===== src/msc_pkg.sv =====
// Purpose: constants for the motor startup configuration register bank
// Assumes: one 32-bit register on a classic Wishbone slave
// Notes: decode tables give values in fixed-point units named per table
package msc_pkg;
    localparam logic [7:0] MSC_CFG1_OFFSET = 8'h84;
    localparam logic [31:0] MSC_CFG1_RESET = 32'h00000000;
    // writable bits, 31 and 8 are reserved
    localparam logic [31:0] MSC_CFG1_WMASK = 32'h7ffffeff;
    localparam int MSC_METHOD_LSB = 29;
    localparam int MSC_RAMP_LSB = 25;
    localparam int MSC_ALIGN_T_LSB = 21;
    localparam int MSC_LOCK_CAP_LSB = 17;
    localparam int MSC_PROBE_RATE_LSB = 14;
    localparam int MSC_PROBE_THR_LSB = 9;
    localparam int MSC_PROBE_ANG_LSB = 6;
    localparam int MSC_PROBE_REP_LSB = 4;
    localparam int MSC_OL_SRC_BIT = 3;
    localparam int MSC_RAMPDN_BIT = 2;
    localparam int MSC_BRAKE_BIT = 1;
    localparam int MSC_BACKWARD_BIT = 0;
    typedef enum logic [1:0] {
        MSC_START_ALIGN,
        MSC_START_DOUBLE_ALIGN,
        MSC_START_POSITION_DETECT,
        MSC_START_SLOW_FIRST_CYCLE
    } msc_start_t;
    typedef enum {MSC_BUS_IDLE, MSC_BUS_ACK} msc_bus_t;
endpackage


===== src/msc_decode.sv =====
// Purpose: decode percentage-of-full-scale current cap codes
// Assumes: code is a four-bit field
// Notes: result is in tenths of a percent
`timescale 1ns/100ps
module msc_decode
    import msc_pkg::*;
(
    // code in
    input wire logic [3:0] code_i,
    // tenths of percent out
    output logic [9:0] permille_o
);
    always_comb begin
        case (code_i)
            4'h0: permille_o = 10'd50;
            4'h1: permille_o = 10'd100;
            4'h2: permille_o = 10'd150;
            4'h3: permille_o = 10'd200;
            4'h4: permille_o = 10'd250;
            4'h5: permille_o = 10'd300;
            4'h6: permille_o = 10'd400;
            4'h7: permille_o = 10'd500;
            4'h8: permille_o = 10'd600;
            4'h9: permille_o = 10'd650;
            4'ha: permille_o = 10'd700;
            4'hb: permille_o = 10'd750;
            4'hc: permille_o = 10'd800;
            4'hd: permille_o = 10'd850;
            4'he: permille_o = 10'd900;
            default: permille_o = 10'd950;
        endcase
    end
endmodule


===== src/msc_top.sv =====
// Purpose: motor startup configuration register with decoded controls
// Assumes: classic Wishbone slave, single clock, synchronous reset
// Notes: decoded values go to the startup engine outside this block
// Function
// - method code 0..3 selects align, double align, position detection, slow first cycle.
// - ramp code steps rate from 1 A/s to 50000 A/s, code f meaning no limit.
// - align duration codes map from 10 ms to 10 s.
// - align and slow cycle current cap runs from 5 % to 95 % of full scale current.
// - position probe pulse rate runs from 50 Hz to 10000 Hz.
// - probe threshold runs from 2.5 % to 72 %, codes 10h up are not applicable.
// - probe advance angle adds 0, 30, 60 or 90 degrees.
// - repeat code runs detection 1 to 4 times, averaging only when it runs more than once.
// - limit source bit 0 takes dedicated open loop cap, 1 the general cap.
// - rampdown bit enables torque reference ramp-down at closed loop handoff.
// - active braking only while the brake enable bit is one.
// - backward bit picks reverse or forward open loop current select and A1, A2; the dedicated cap decode uses the forward code only.
// - dedicated open loop cap runs from 5 % to 95 % of full scale current.
`timescale 1ns/100ps
module msc_top
    import msc_pkg::*;
(
    // clock and reset
    input wire logic clk_i,
    input wire logic rst_i,
    // wishbone slave
    input wire logic cyc_i,
    input wire logic stb_i,
    input wire logic we_i,
    input wire logic [7:0] adr_i,
    input wire logic [3:0] sel_i,
    input wire logic [31:0] dat_i,
    output logic [31:0] dat_o,
    output logic ack_o,
    // current caps, accel selects and reverse request supplied by neighbouring logic
    input wire logic [9:0] general_current_cap_i,
    input wire logic [3:0] open_loop_current_cap_i,
    input wire logic [3:0] reverse_open_loop_cap_i,
    input wire logic [3:0] forward_accel_a1_i,
    input wire logic [3:0] forward_accel_a2_i,
    input wire logic [3:0] reverse_accel_a1_i,
    input wire logic [3:0] reverse_accel_a2_i,
    input wire logic reverse_active_i,
    // decoded startup controls
    output logic [1:0] startup_method_select_o,
    output logic method_align_o,
    output logic method_double_align_o,
    output logic method_position_detect_o,
    output logic method_slow_cycle_o,
    output logic [15:0] ramp_rate_amps_o,
    output logic ramp_unlimited_o,
    output logic [13:0] align_time_ms_o,
    output logic [9:0] rotor_lock_current_cap_o,
    output logic [13:0] position_probe_pulse_rate_o,
    output logic [9:0] position_probe_current_threshold_o,
    output logic probe_threshold_valid_o,
    output logic [6:0] position_probe_advance_angle_o,
    output logic [2:0] position_probe_repeat_count_o,
    output logic probe_average_o,
    output logic [9:0] open_loop_cap_o,
    output logic torque_ref_rampdown_enable_o,
    output logic active_brake_enable_o,
    output logic [3:0] open_loop_current_sel_o,
    output logic [3:0] accel_a1_sel_o,
    output logic [3:0] accel_a2_sel_o
);
    // ****************************************
    // register and bus
    // ****************************************
    logic [31:0] cfg_q;
    logic ack_q;
    logic [31:0] dat_q;
    logic hit;
    logic [31:0] byte_mask;

    assign hit = (adr_i == MSC_CFG1_OFFSET);
    assign byte_mask = {{8{sel_i[3]}}, {8{sel_i[2]}}, {8{sel_i[1]}}, {8{sel_i[0]}}};

    // one wait state, ack drops the cycle after it is given
    always_ff @(posedge clk_i) begin
        if (rst_i) begin
            ack_q <= 1'b0;
        end else begin
            ack_q <= cyc_i && stb_i && !ack_q;
        end
    end

    // write lands on the taking edge, one edge before ack is sampled
    always_ff @(posedge clk_i) begin
        if (rst_i) begin
            cfg_q <= MSC_CFG1_RESET;
        end else if (cyc_i && stb_i && !ack_q && we_i && hit) begin
            // reserved bits never stored
            cfg_q <= (cfg_q & ~(byte_mask & MSC_CFG1_WMASK))
                | (dat_i & byte_mask & MSC_CFG1_WMASK);
        end
    end

    // unmapped reads return zero
    always_ff @(posedge clk_i) begin
        if (rst_i) begin
            dat_q <= 32'h00000000;
        end else if (cyc_i && stb_i && !ack_q) begin
            dat_q <= hit ? (cfg_q & MSC_CFG1_WMASK) : 32'h00000000;
        end
    end

    assign ack_o = ack_q;
    assign dat_o = dat_q;

    // ****************************************
    // field decode
    // ****************************************
    logic [1:0] method;
    logic [3:0] ramp_code;
    logic [3:0] align_code;
    logic [3:0] lock_code;
    logic [2:0] rate_code;
    logic [4:0] thr_code;
    logic [1:0] ang_code;
    logic [1:0] rep_code;
    logic [9:0] lock_cap;
    logic [9:0] ol_cap;
    logic [3:0] ol_code;
    logic [15:0] rate_amps_d;
    logic [15:0] rate_amps_q;
    logic unl_d;
    logic unl_q;
    logic [13:0] align_ms_d;
    logic [13:0] align_ms_q;
    logic [13:0] pulse_hz_d;
    logic [13:0] pulse_hz_q;
    logic [9:0] thr_pct_d;
    logic [9:0] thr_pct_q;
    logic thr_ok_d;
    logic thr_ok_q;
    logic [9:0] lock_cap_q;
    logic [9:0] ol_pick_q;
    logic [6:0] ang_d;
    logic [6:0] ang_q;
    logic [2:0] rep_d;
    logic [2:0] rep_q;
    logic avg_d;
    logic avg_q;

    assign method = cfg_q[MSC_METHOD_LSB +: 2];
    assign ramp_code = cfg_q[MSC_RAMP_LSB +: 4];
    assign align_code = cfg_q[MSC_ALIGN_T_LSB +: 4];
    assign lock_code = cfg_q[MSC_LOCK_CAP_LSB +: 4];
    assign rate_code = cfg_q[MSC_PROBE_RATE_LSB +: 3];
    assign thr_code = cfg_q[MSC_PROBE_THR_LSB +: 5];
    assign ang_code = cfg_q[MSC_PROBE_ANG_LSB +: 2];
    assign rep_code = cfg_q[MSC_PROBE_REP_LSB +: 2];

    always_comb begin
        method_align_o = 1'b0;
        method_double_align_o = 1'b0;
        method_position_detect_o = 1'b0;
        method_slow_cycle_o = 1'b0;
        case (msc_start_t'(method))
            MSC_START_ALIGN: method_align_o = 1'b1;
            MSC_START_DOUBLE_ALIGN: method_double_align_o = 1'b1;
            MSC_START_POSITION_DETECT: method_position_detect_o = 1'b1;
            default: method_slow_cycle_o = 1'b1;
        endcase
    end
    assign startup_method_select_o = method;

    always_comb begin
        unl_d = 1'b0;
        case (ramp_code)
            4'h0: rate_amps_d = 16'd1;
            4'h1: rate_amps_d = 16'd5;
            4'h2: rate_amps_d = 16'd10;
            4'h3: rate_amps_d = 16'd25;
            4'h4: rate_amps_d = 16'd50;
            4'h5: rate_amps_d = 16'd100;
            4'h6: rate_amps_d = 16'd150;
            4'h7: rate_amps_d = 16'd250;
            4'h8: rate_amps_d = 16'd500;
            4'h9: rate_amps_d = 16'd1000;
            4'ha: rate_amps_d = 16'd2000;
            4'hb: rate_amps_d = 16'd5000;
            4'hc: rate_amps_d = 16'd10000;
            4'hd: rate_amps_d = 16'd20000;
            4'he: rate_amps_d = 16'd50000;
            default: begin
                // no limit: rate reads as all ones
                rate_amps_d = 16'hffff;
                unl_d = 1'b1;
            end
        endcase
    end

    always_comb begin
        case (align_code)
            4'h0: align_ms_d = 14'd10;
            4'h1: align_ms_d = 14'd50;
            4'h2: align_ms_d = 14'd100;
            4'h3: align_ms_d = 14'd200;
            4'h4: align_ms_d = 14'd300;
            4'h5: align_ms_d = 14'd400;
            4'h6: align_ms_d = 14'd500;
            4'h7: align_ms_d = 14'd750;
            4'h8: align_ms_d = 14'd1000;
            4'h9: align_ms_d = 14'd1500;
            4'ha: align_ms_d = 14'd2000;
            4'hb: align_ms_d = 14'd3000;
            4'hc: align_ms_d = 14'd4000;
            4'hd: align_ms_d = 14'd5000;
            4'he: align_ms_d = 14'd7500;
            default: align_ms_d = 14'd10000;
        endcase
    end

    msc_decode u_lock_cap (
        .code_i(lock_code),
        .permille_o(lock_cap)
    );

    always_comb begin
        case (rate_code)
            3'h0: pulse_hz_d = 14'd50;
            3'h1: pulse_hz_d = 14'd100;
            3'h2: pulse_hz_d = 14'd250;
            3'h3: pulse_hz_d = 14'd500;
            3'h4: pulse_hz_d = 14'd1000;
            3'h5: pulse_hz_d = 14'd2000;
            3'h6: pulse_hz_d = 14'd5000;
            default: pulse_hz_d = 14'd10000;
        endcase
    end

    // tenths of percent; higher codes give zero and valid low
    always_comb begin
        thr_ok_d = 1'b1;
        case (thr_code)
            5'h00: thr_pct_d = 10'd25;
            5'h01: thr_pct_d = 10'd50;
            5'h02: thr_pct_d = 10'd75;
            5'h03: thr_pct_d = 10'd100;
            5'h04: thr_pct_d = 10'd125;
            5'h05: thr_pct_d = 10'd150;
            5'h06: thr_pct_d = 10'd200;
            5'h07: thr_pct_d = 10'd250;
            5'h08: thr_pct_d = 10'd300;
            5'h09: thr_pct_d = 10'd367;
            5'h0a: thr_pct_d = 10'd400;
            5'h0b: thr_pct_d = 10'd467;
            5'h0c: thr_pct_d = 10'd533;
            5'h0d: thr_pct_d = 10'd600;
            5'h0e: thr_pct_d = 10'd667;
            5'h0f: thr_pct_d = 10'd720;
            default: begin
                // stored as written, software keeps to 0..f
                thr_pct_d = 10'd0;
                thr_ok_d = 1'b0;
            end
        endcase
    end

    assign ang_d = 7'(ang_code) * 7'd30;
    assign rep_d = 3'(rep_code) + 3'd1;
    assign avg_d = (rep_code != 2'h0);

    // ****************************************
    // decoded output registers
    // ****************************************
    // no reset needed: cfg_q is zero in reset, so these settle to the
    // decode of zero two edges into reset and lag the register by one cycle
    always_ff @(posedge clk_i) begin
        rate_amps_q <= rate_amps_d;
        unl_q <= unl_d;
    end

    always_ff @(posedge clk_i) begin
        align_ms_q <= align_ms_d;
    end

    always_ff @(posedge clk_i) begin
        lock_cap_q <= lock_cap;
    end

    always_ff @(posedge clk_i) begin
        pulse_hz_q <= pulse_hz_d;
    end

    // value and valid flag move together, so no cycle shows a mixed pair
    always_ff @(posedge clk_i) begin
        thr_pct_q <= thr_pct_d;
        thr_ok_q <= thr_ok_d;
    end

    always_ff @(posedge clk_i) begin
        ang_q <= ang_d;
        rep_q <= rep_d;
        avg_q <= avg_d;
    end

    assign ramp_rate_amps_o = rate_amps_q;
    assign ramp_unlimited_o = unl_q;
    assign align_time_ms_o = align_ms_q;
    assign rotor_lock_current_cap_o = lock_cap_q;
    assign position_probe_pulse_rate_o = pulse_hz_q;
    assign position_probe_current_threshold_o = thr_pct_q;
    assign probe_threshold_valid_o = thr_ok_q;
    assign position_probe_advance_angle_o = ang_q;
    assign position_probe_repeat_count_o = rep_q;
    assign probe_average_o = avg_q;

    // ****************************************
    // open loop selections
    // ****************************************
    // reverse drive keeps its own open loop current select and A1, A2; the dedicated cap decode stays on the forward code
    assign ol_code = cfg_q[MSC_BACKWARD_BIT] ? reverse_open_loop_cap_i
        : open_loop_current_cap_i;
    assign open_loop_current_sel_o = ol_code;
    assign accel_a1_sel_o = cfg_q[MSC_BACKWARD_BIT] ? reverse_accel_a1_i
        : forward_accel_a1_i;
    assign accel_a2_sel_o = cfg_q[MSC_BACKWARD_BIT] ? reverse_accel_a2_i
        : forward_accel_a2_i;

    msc_decode u_ol_cap (
        .code_i(open_loop_current_cap_i),
        .permille_o(ol_cap)
    );
    always_ff @(posedge clk_i) begin
        ol_pick_q <= cfg_q[MSC_OL_SRC_BIT] ? general_current_cap_i : ol_cap;
    end
    assign open_loop_cap_o = ol_pick_q;

    assign torque_ref_rampdown_enable_o = cfg_q[MSC_RAMPDN_BIT];
    // braking gated by the reverse engine's request only while enabled
    assign active_brake_enable_o = cfg_q[MSC_BRAKE_BIT] && reverse_active_i;
endmodule


===== config.mk =====
export PLATFORM = sky130hd
export DESIGN_NAME = msc_top
export DESIGN_NICKNAME = d
export VERILOG_FILES = /design/src/msc_pkg.sv /design/src/msc_decode.sv /design/src/msc_top.sv
export SDC_FILE = /design/constraint.sdc
export NUM_CORES = 1
export LEC_CHECK = 0
export BUFFER_PORTS_ARGS = -buffer_cell sky130_fd_sc_hd__buf_4
export CORE_ASPECT_RATIO = 1.25
export CORE_MARGIN = 5
export CORE_UTILIZATION = 49
export DETAILED_ROUTE_END_ITERATION = 10
export PLACE_DENSITY_LB_ADDON = 0.15
export SLEW_MARGIN = 20
export SYNTH_ARGS = -nofsm -noshare
export SYNTH_HDL_FRONTEND = slang
export SYNTH_SLANG_ARGS = --single-unit
export TNS_END_PERCENT = 5

===== constraint.sdc =====
create_clock -name clk_i -period 2.05 [get_ports clk_i]
set_clock_uncertainty 0.05 [all_clocks]
set_input_delay 0.205 -clock clk_i [delete_from_list [all_inputs] [get_ports clk_i]]
set_output_delay 0.205 -clock clk_i [all_outputs]
set_load 0.005 [all_outputs]

==> impl_results.rst <==
.. list-table::
   :header-rows: 1

   * - Metric
     - Value
   * - Outcome
     - completed
   * - IR Drop Worst-Case VDD
     - 449 uV
   * - Setup repair after global routing missed its margin
     - false
   * - Critical path class
     - register to register
   * - Cell depth of the worst min-delay path
     - 3
   * - Overall fraction of global-route tracks in use
     - 0.210
   * - Final Hold Vio Count
     - 0
   * - Total Routed Length
     - 15,600 um
   * - Startpoint of the most critical hold path
     - dat_i[17]
   * - Setup TNS after final layout
     - 0 ns
   * - Most instantiated flip-flop cell in the synthesis netlist
     - dfxtp_1
   * - Launch instance of the worst register-to-register path
     - ack_o$_SDFF_PP0_
   * - Multiplexer area fraction after synthesis
     - 0.0911
   * - Total setup violations reported at the end of the flow
     - 0
   * - Net count of the finished layout
     - 954
   * - Number of input and output port buffers inserted
     - 214
   * - Share of synthesized area occupied by flip-flops and latches
     - 0.473
   * - Startpoint kind of the worst setup timing path
     - register
   * - Setup ws final
     - 0.285 ns
   * - Post-cts resize count
     - 0
   * - ANT cells
     - 0
   * - Leakage power
     - 3.56 nW
   * - Maximum number of pins on one net before global-route repair
     - 92
   * - Layout cells sized above 1
     - 0.329
   * - H-tree depth reported by CTS
     - 4
   * - Area occupied by registers
     - 2840 sq um
   * - Share of async-settable or async-resettable flops after synthesis
     - 0
   * - Total of max-cap violations
     - 0
   * - Simple-gate share of the synthesized area
     - 0.215
   * - Residual DRC
     - 0
   * - Die ar.
     - 14,600 sq um
   * - Period utilisation layout
     - 0.861
   * - Largest area contributor in the netlist
     - dfxtp_1
   * - Depth of the most critical reg-to-reg path
     - 4
   * - Share of the synthesized area in the top cell type
     - 0.473
   * - Most common library cell in the layout ignoring fill and taps
     - buf_4
   * - Area of the multi-input gates
     - 2840 sq um
   * - Type of the worst min-delay path
     - input port to register
   * - Number of different library cells in the post-synthesis netlist
     - 47
   * - Placement row count
     - 45
   * - Compound-gate portion of the synthesized area
     - 0.101
   * - Antenna violations before repair
     - 0
   * - Category of the worst setup path capture point
     - register
   * - Total power per unit cell area
     - 752 nW/um^2
   * - Slew headroom
     - 0.535
   * - Register bit count reported by yosys
     - 142
   * - Clock latency of the later-clocked register in the worst-skew pair
     - 0.41 ns
   * - Placed wire-length estimate
     - 11,100 um
   * - Number of fill cells in the layout
     - 934
   * - Global-route wire length before repair
     - 24,500 um
   * - Initial cell density of the core
     - 0.497
   * - Setup slack, reg-to-reg
     - 0.29 ns
   * - TritonCTS clock tree
     - yes
   * - F_max
     - 567 MHz
   * - Adder-cell share of the synthesized area
     - 0.0478
   * - Count of flip-flops with a built-in enable after synthesis
     - 0
   * - Placeable core region
     - 12,100 sq um
   * - Pre-CTS setup slack
     - 0.0819 ns
   * - Remaining antenna violation count after routing
     - 0
   * - Vias
     - 5,219
   * - Critical path data required time
     - 2.33 ns
   * - Top post-synthesis cells by area
     - dfxtp_1 (47%), nand2b_1 (6.8%), mux2i_1 (6.5%), ha_1 (4.8%), a21oi_1 (4.7%)
   * - Count of pins over their slew limit
     - 0
   * - DR iter-0 viols
     - 188
   * - Share of the synthesized netlist area taken by xor and xnor gates
     - 0.0102
   * - Sink count of the clock tree
     - 142
   * - Final weighted congestion in routability-driven placement
     - 0.863
   * - Signed area change from the synthesized netlist to the final layout
     - 39.2%
   * - Final routed wire length divided by cell count
     - 15.2 um
   * - Signal arrival time at the worst endpoint
     - 2.04 ns
   * - Remaining global-route overflow
     - 0
   * - Mapped Avg Cell Area
     - 9.27 sq um
   * - Total design power
     - 6.30 mW
   * - Maximum root-to-sink buffer count
     - 2
   * - Num CTS Buffers
     - 17
   * - Die X
     - 109 um
   * - Highest-count cells in the layout ignoring fill and taps
     - buf_4 (227), dfxtp_1 (142), nand2b_1 (65), nand2_1 (58), a21oi_1 (56)
   * - Number of synthesis warnings
     - 0
   * - Vias in the first global route
     - 5,030
   * - Post-CTS clock slew at the launch and capture registers of the worst setup and hold paths
     - 0.06 ns
   * - Length of the first detailed-routing pass in iterations
     - 4
   * - Ports
     - 224
   * - Cell chosen for the clock root
     - clkbuf_16
   * - Die H
     - 134 um
   * - Pin slew with the least headroom to its limit
     - 0.698 ns
   * - Number of vias per cell after detailed routing
     - 5.10
   * - Netlist area before placement
     - 6020 sq um
   * - Min cycle time layout
     - 1.76 ns
   * - Largest fanout of any net on the critical path
     - 7
   * - Main combinational cell family by area after synthesis
     - simple AND/OR/NAND/NOR gates
   * - Instance count of the mapped netlist
     - 649
==> critical path, cell delays in order (launching register included) <==
cell      delay [ns]
dfxtp_1         0.32
nand3b_1        0.47
nor4_4          0.41
buf_4           0.23
mux2i_1         0.21
==> logic make-up after synthesis <==
kind of cell	Yosys count
buffers and inverters	86
other	1
AOI/OAI and AO/OA	107
DFF	142
muxes	52
adders and majority gates	23
and+or+nand+nor	231
xor gates and xnor gates	7
==> Yosys cell counts, types with 9 or more instances <==
library cell and number:
a21oi_1 56, dfxtp_1 142, mux2_2 12, mux2i_1 39
inv_1 24, nor2_1 32, buf_4 10, o21ai_0 25
clkbuf_1 48, nor2b_1 9, ha_1 23, nand4_1 30
nand2b_1 65, nand2_1 58
==> cell type report <==
class | instances | area share
sequential | 142 | 0.339
inverter | 24 | 0.0108
tap | 164 | 0.0245
clock inverter | 12 | 0.0190
multi-input combinational | 427 | 0.339
clock buffer | 20 | 0.0545
timing repair buffer | 235 | 0.213
==> per-stage QoR <==
stage          cells  hold WS (ns)  utilization  area [sq um]
3_3_place_gp     984         0.348        0.635          7680
5_1_grt         1024       0.00309        0.692          8380
6_report        1024        0.0161        0.692          8380
4_1_cts         1024       0.00147        0.692          8380
2_1_floorplan    655         0.258            -          6040
3_5_place_dp     984         0.354        0.635          7680
==> metal layers <==
metal  global-route usage  vias to the layer above  wire length [um]
met2                0.351                      186              7960
met3               0.0833                       19              1390
met1                0.247                     2442              6060
met4               0.0639                        0               188
li1                     -                     2572                 -
met5                    0                        -                 0
==> power by group <==
part	leakage, nW	switching [mW]	internal (mW)
registers	1.15	0.00516	2.78
clock network	0.297	1.17	1.99
logic	2.12	0.160	0.207
==> worst max path at each step <==
stage / from / to / slack [ns] / cells past startpoint
final: ack_o$_SDFF_PP0_ / register / 0.29 / 4
after CTS: ack_o$_SDFF_PP0_ / register / 0.27 / 4
after global placement: adr_i[5] / register / 0.15 / 5
after detailed placement: adr_i[5] / register / 0.08 / 5
after floorplan: adr_i[5] / register / 0.26 / 4
after global routing: ack_o$_SDFF_PP0_ / register / 0.12 / 4
==> repair_timing <==
action	CTS	global route
buffers inserted	0	0
endpoints found under the hold margin	8	0
hold buffers	8	0
(Power assumes the default switching activity.)
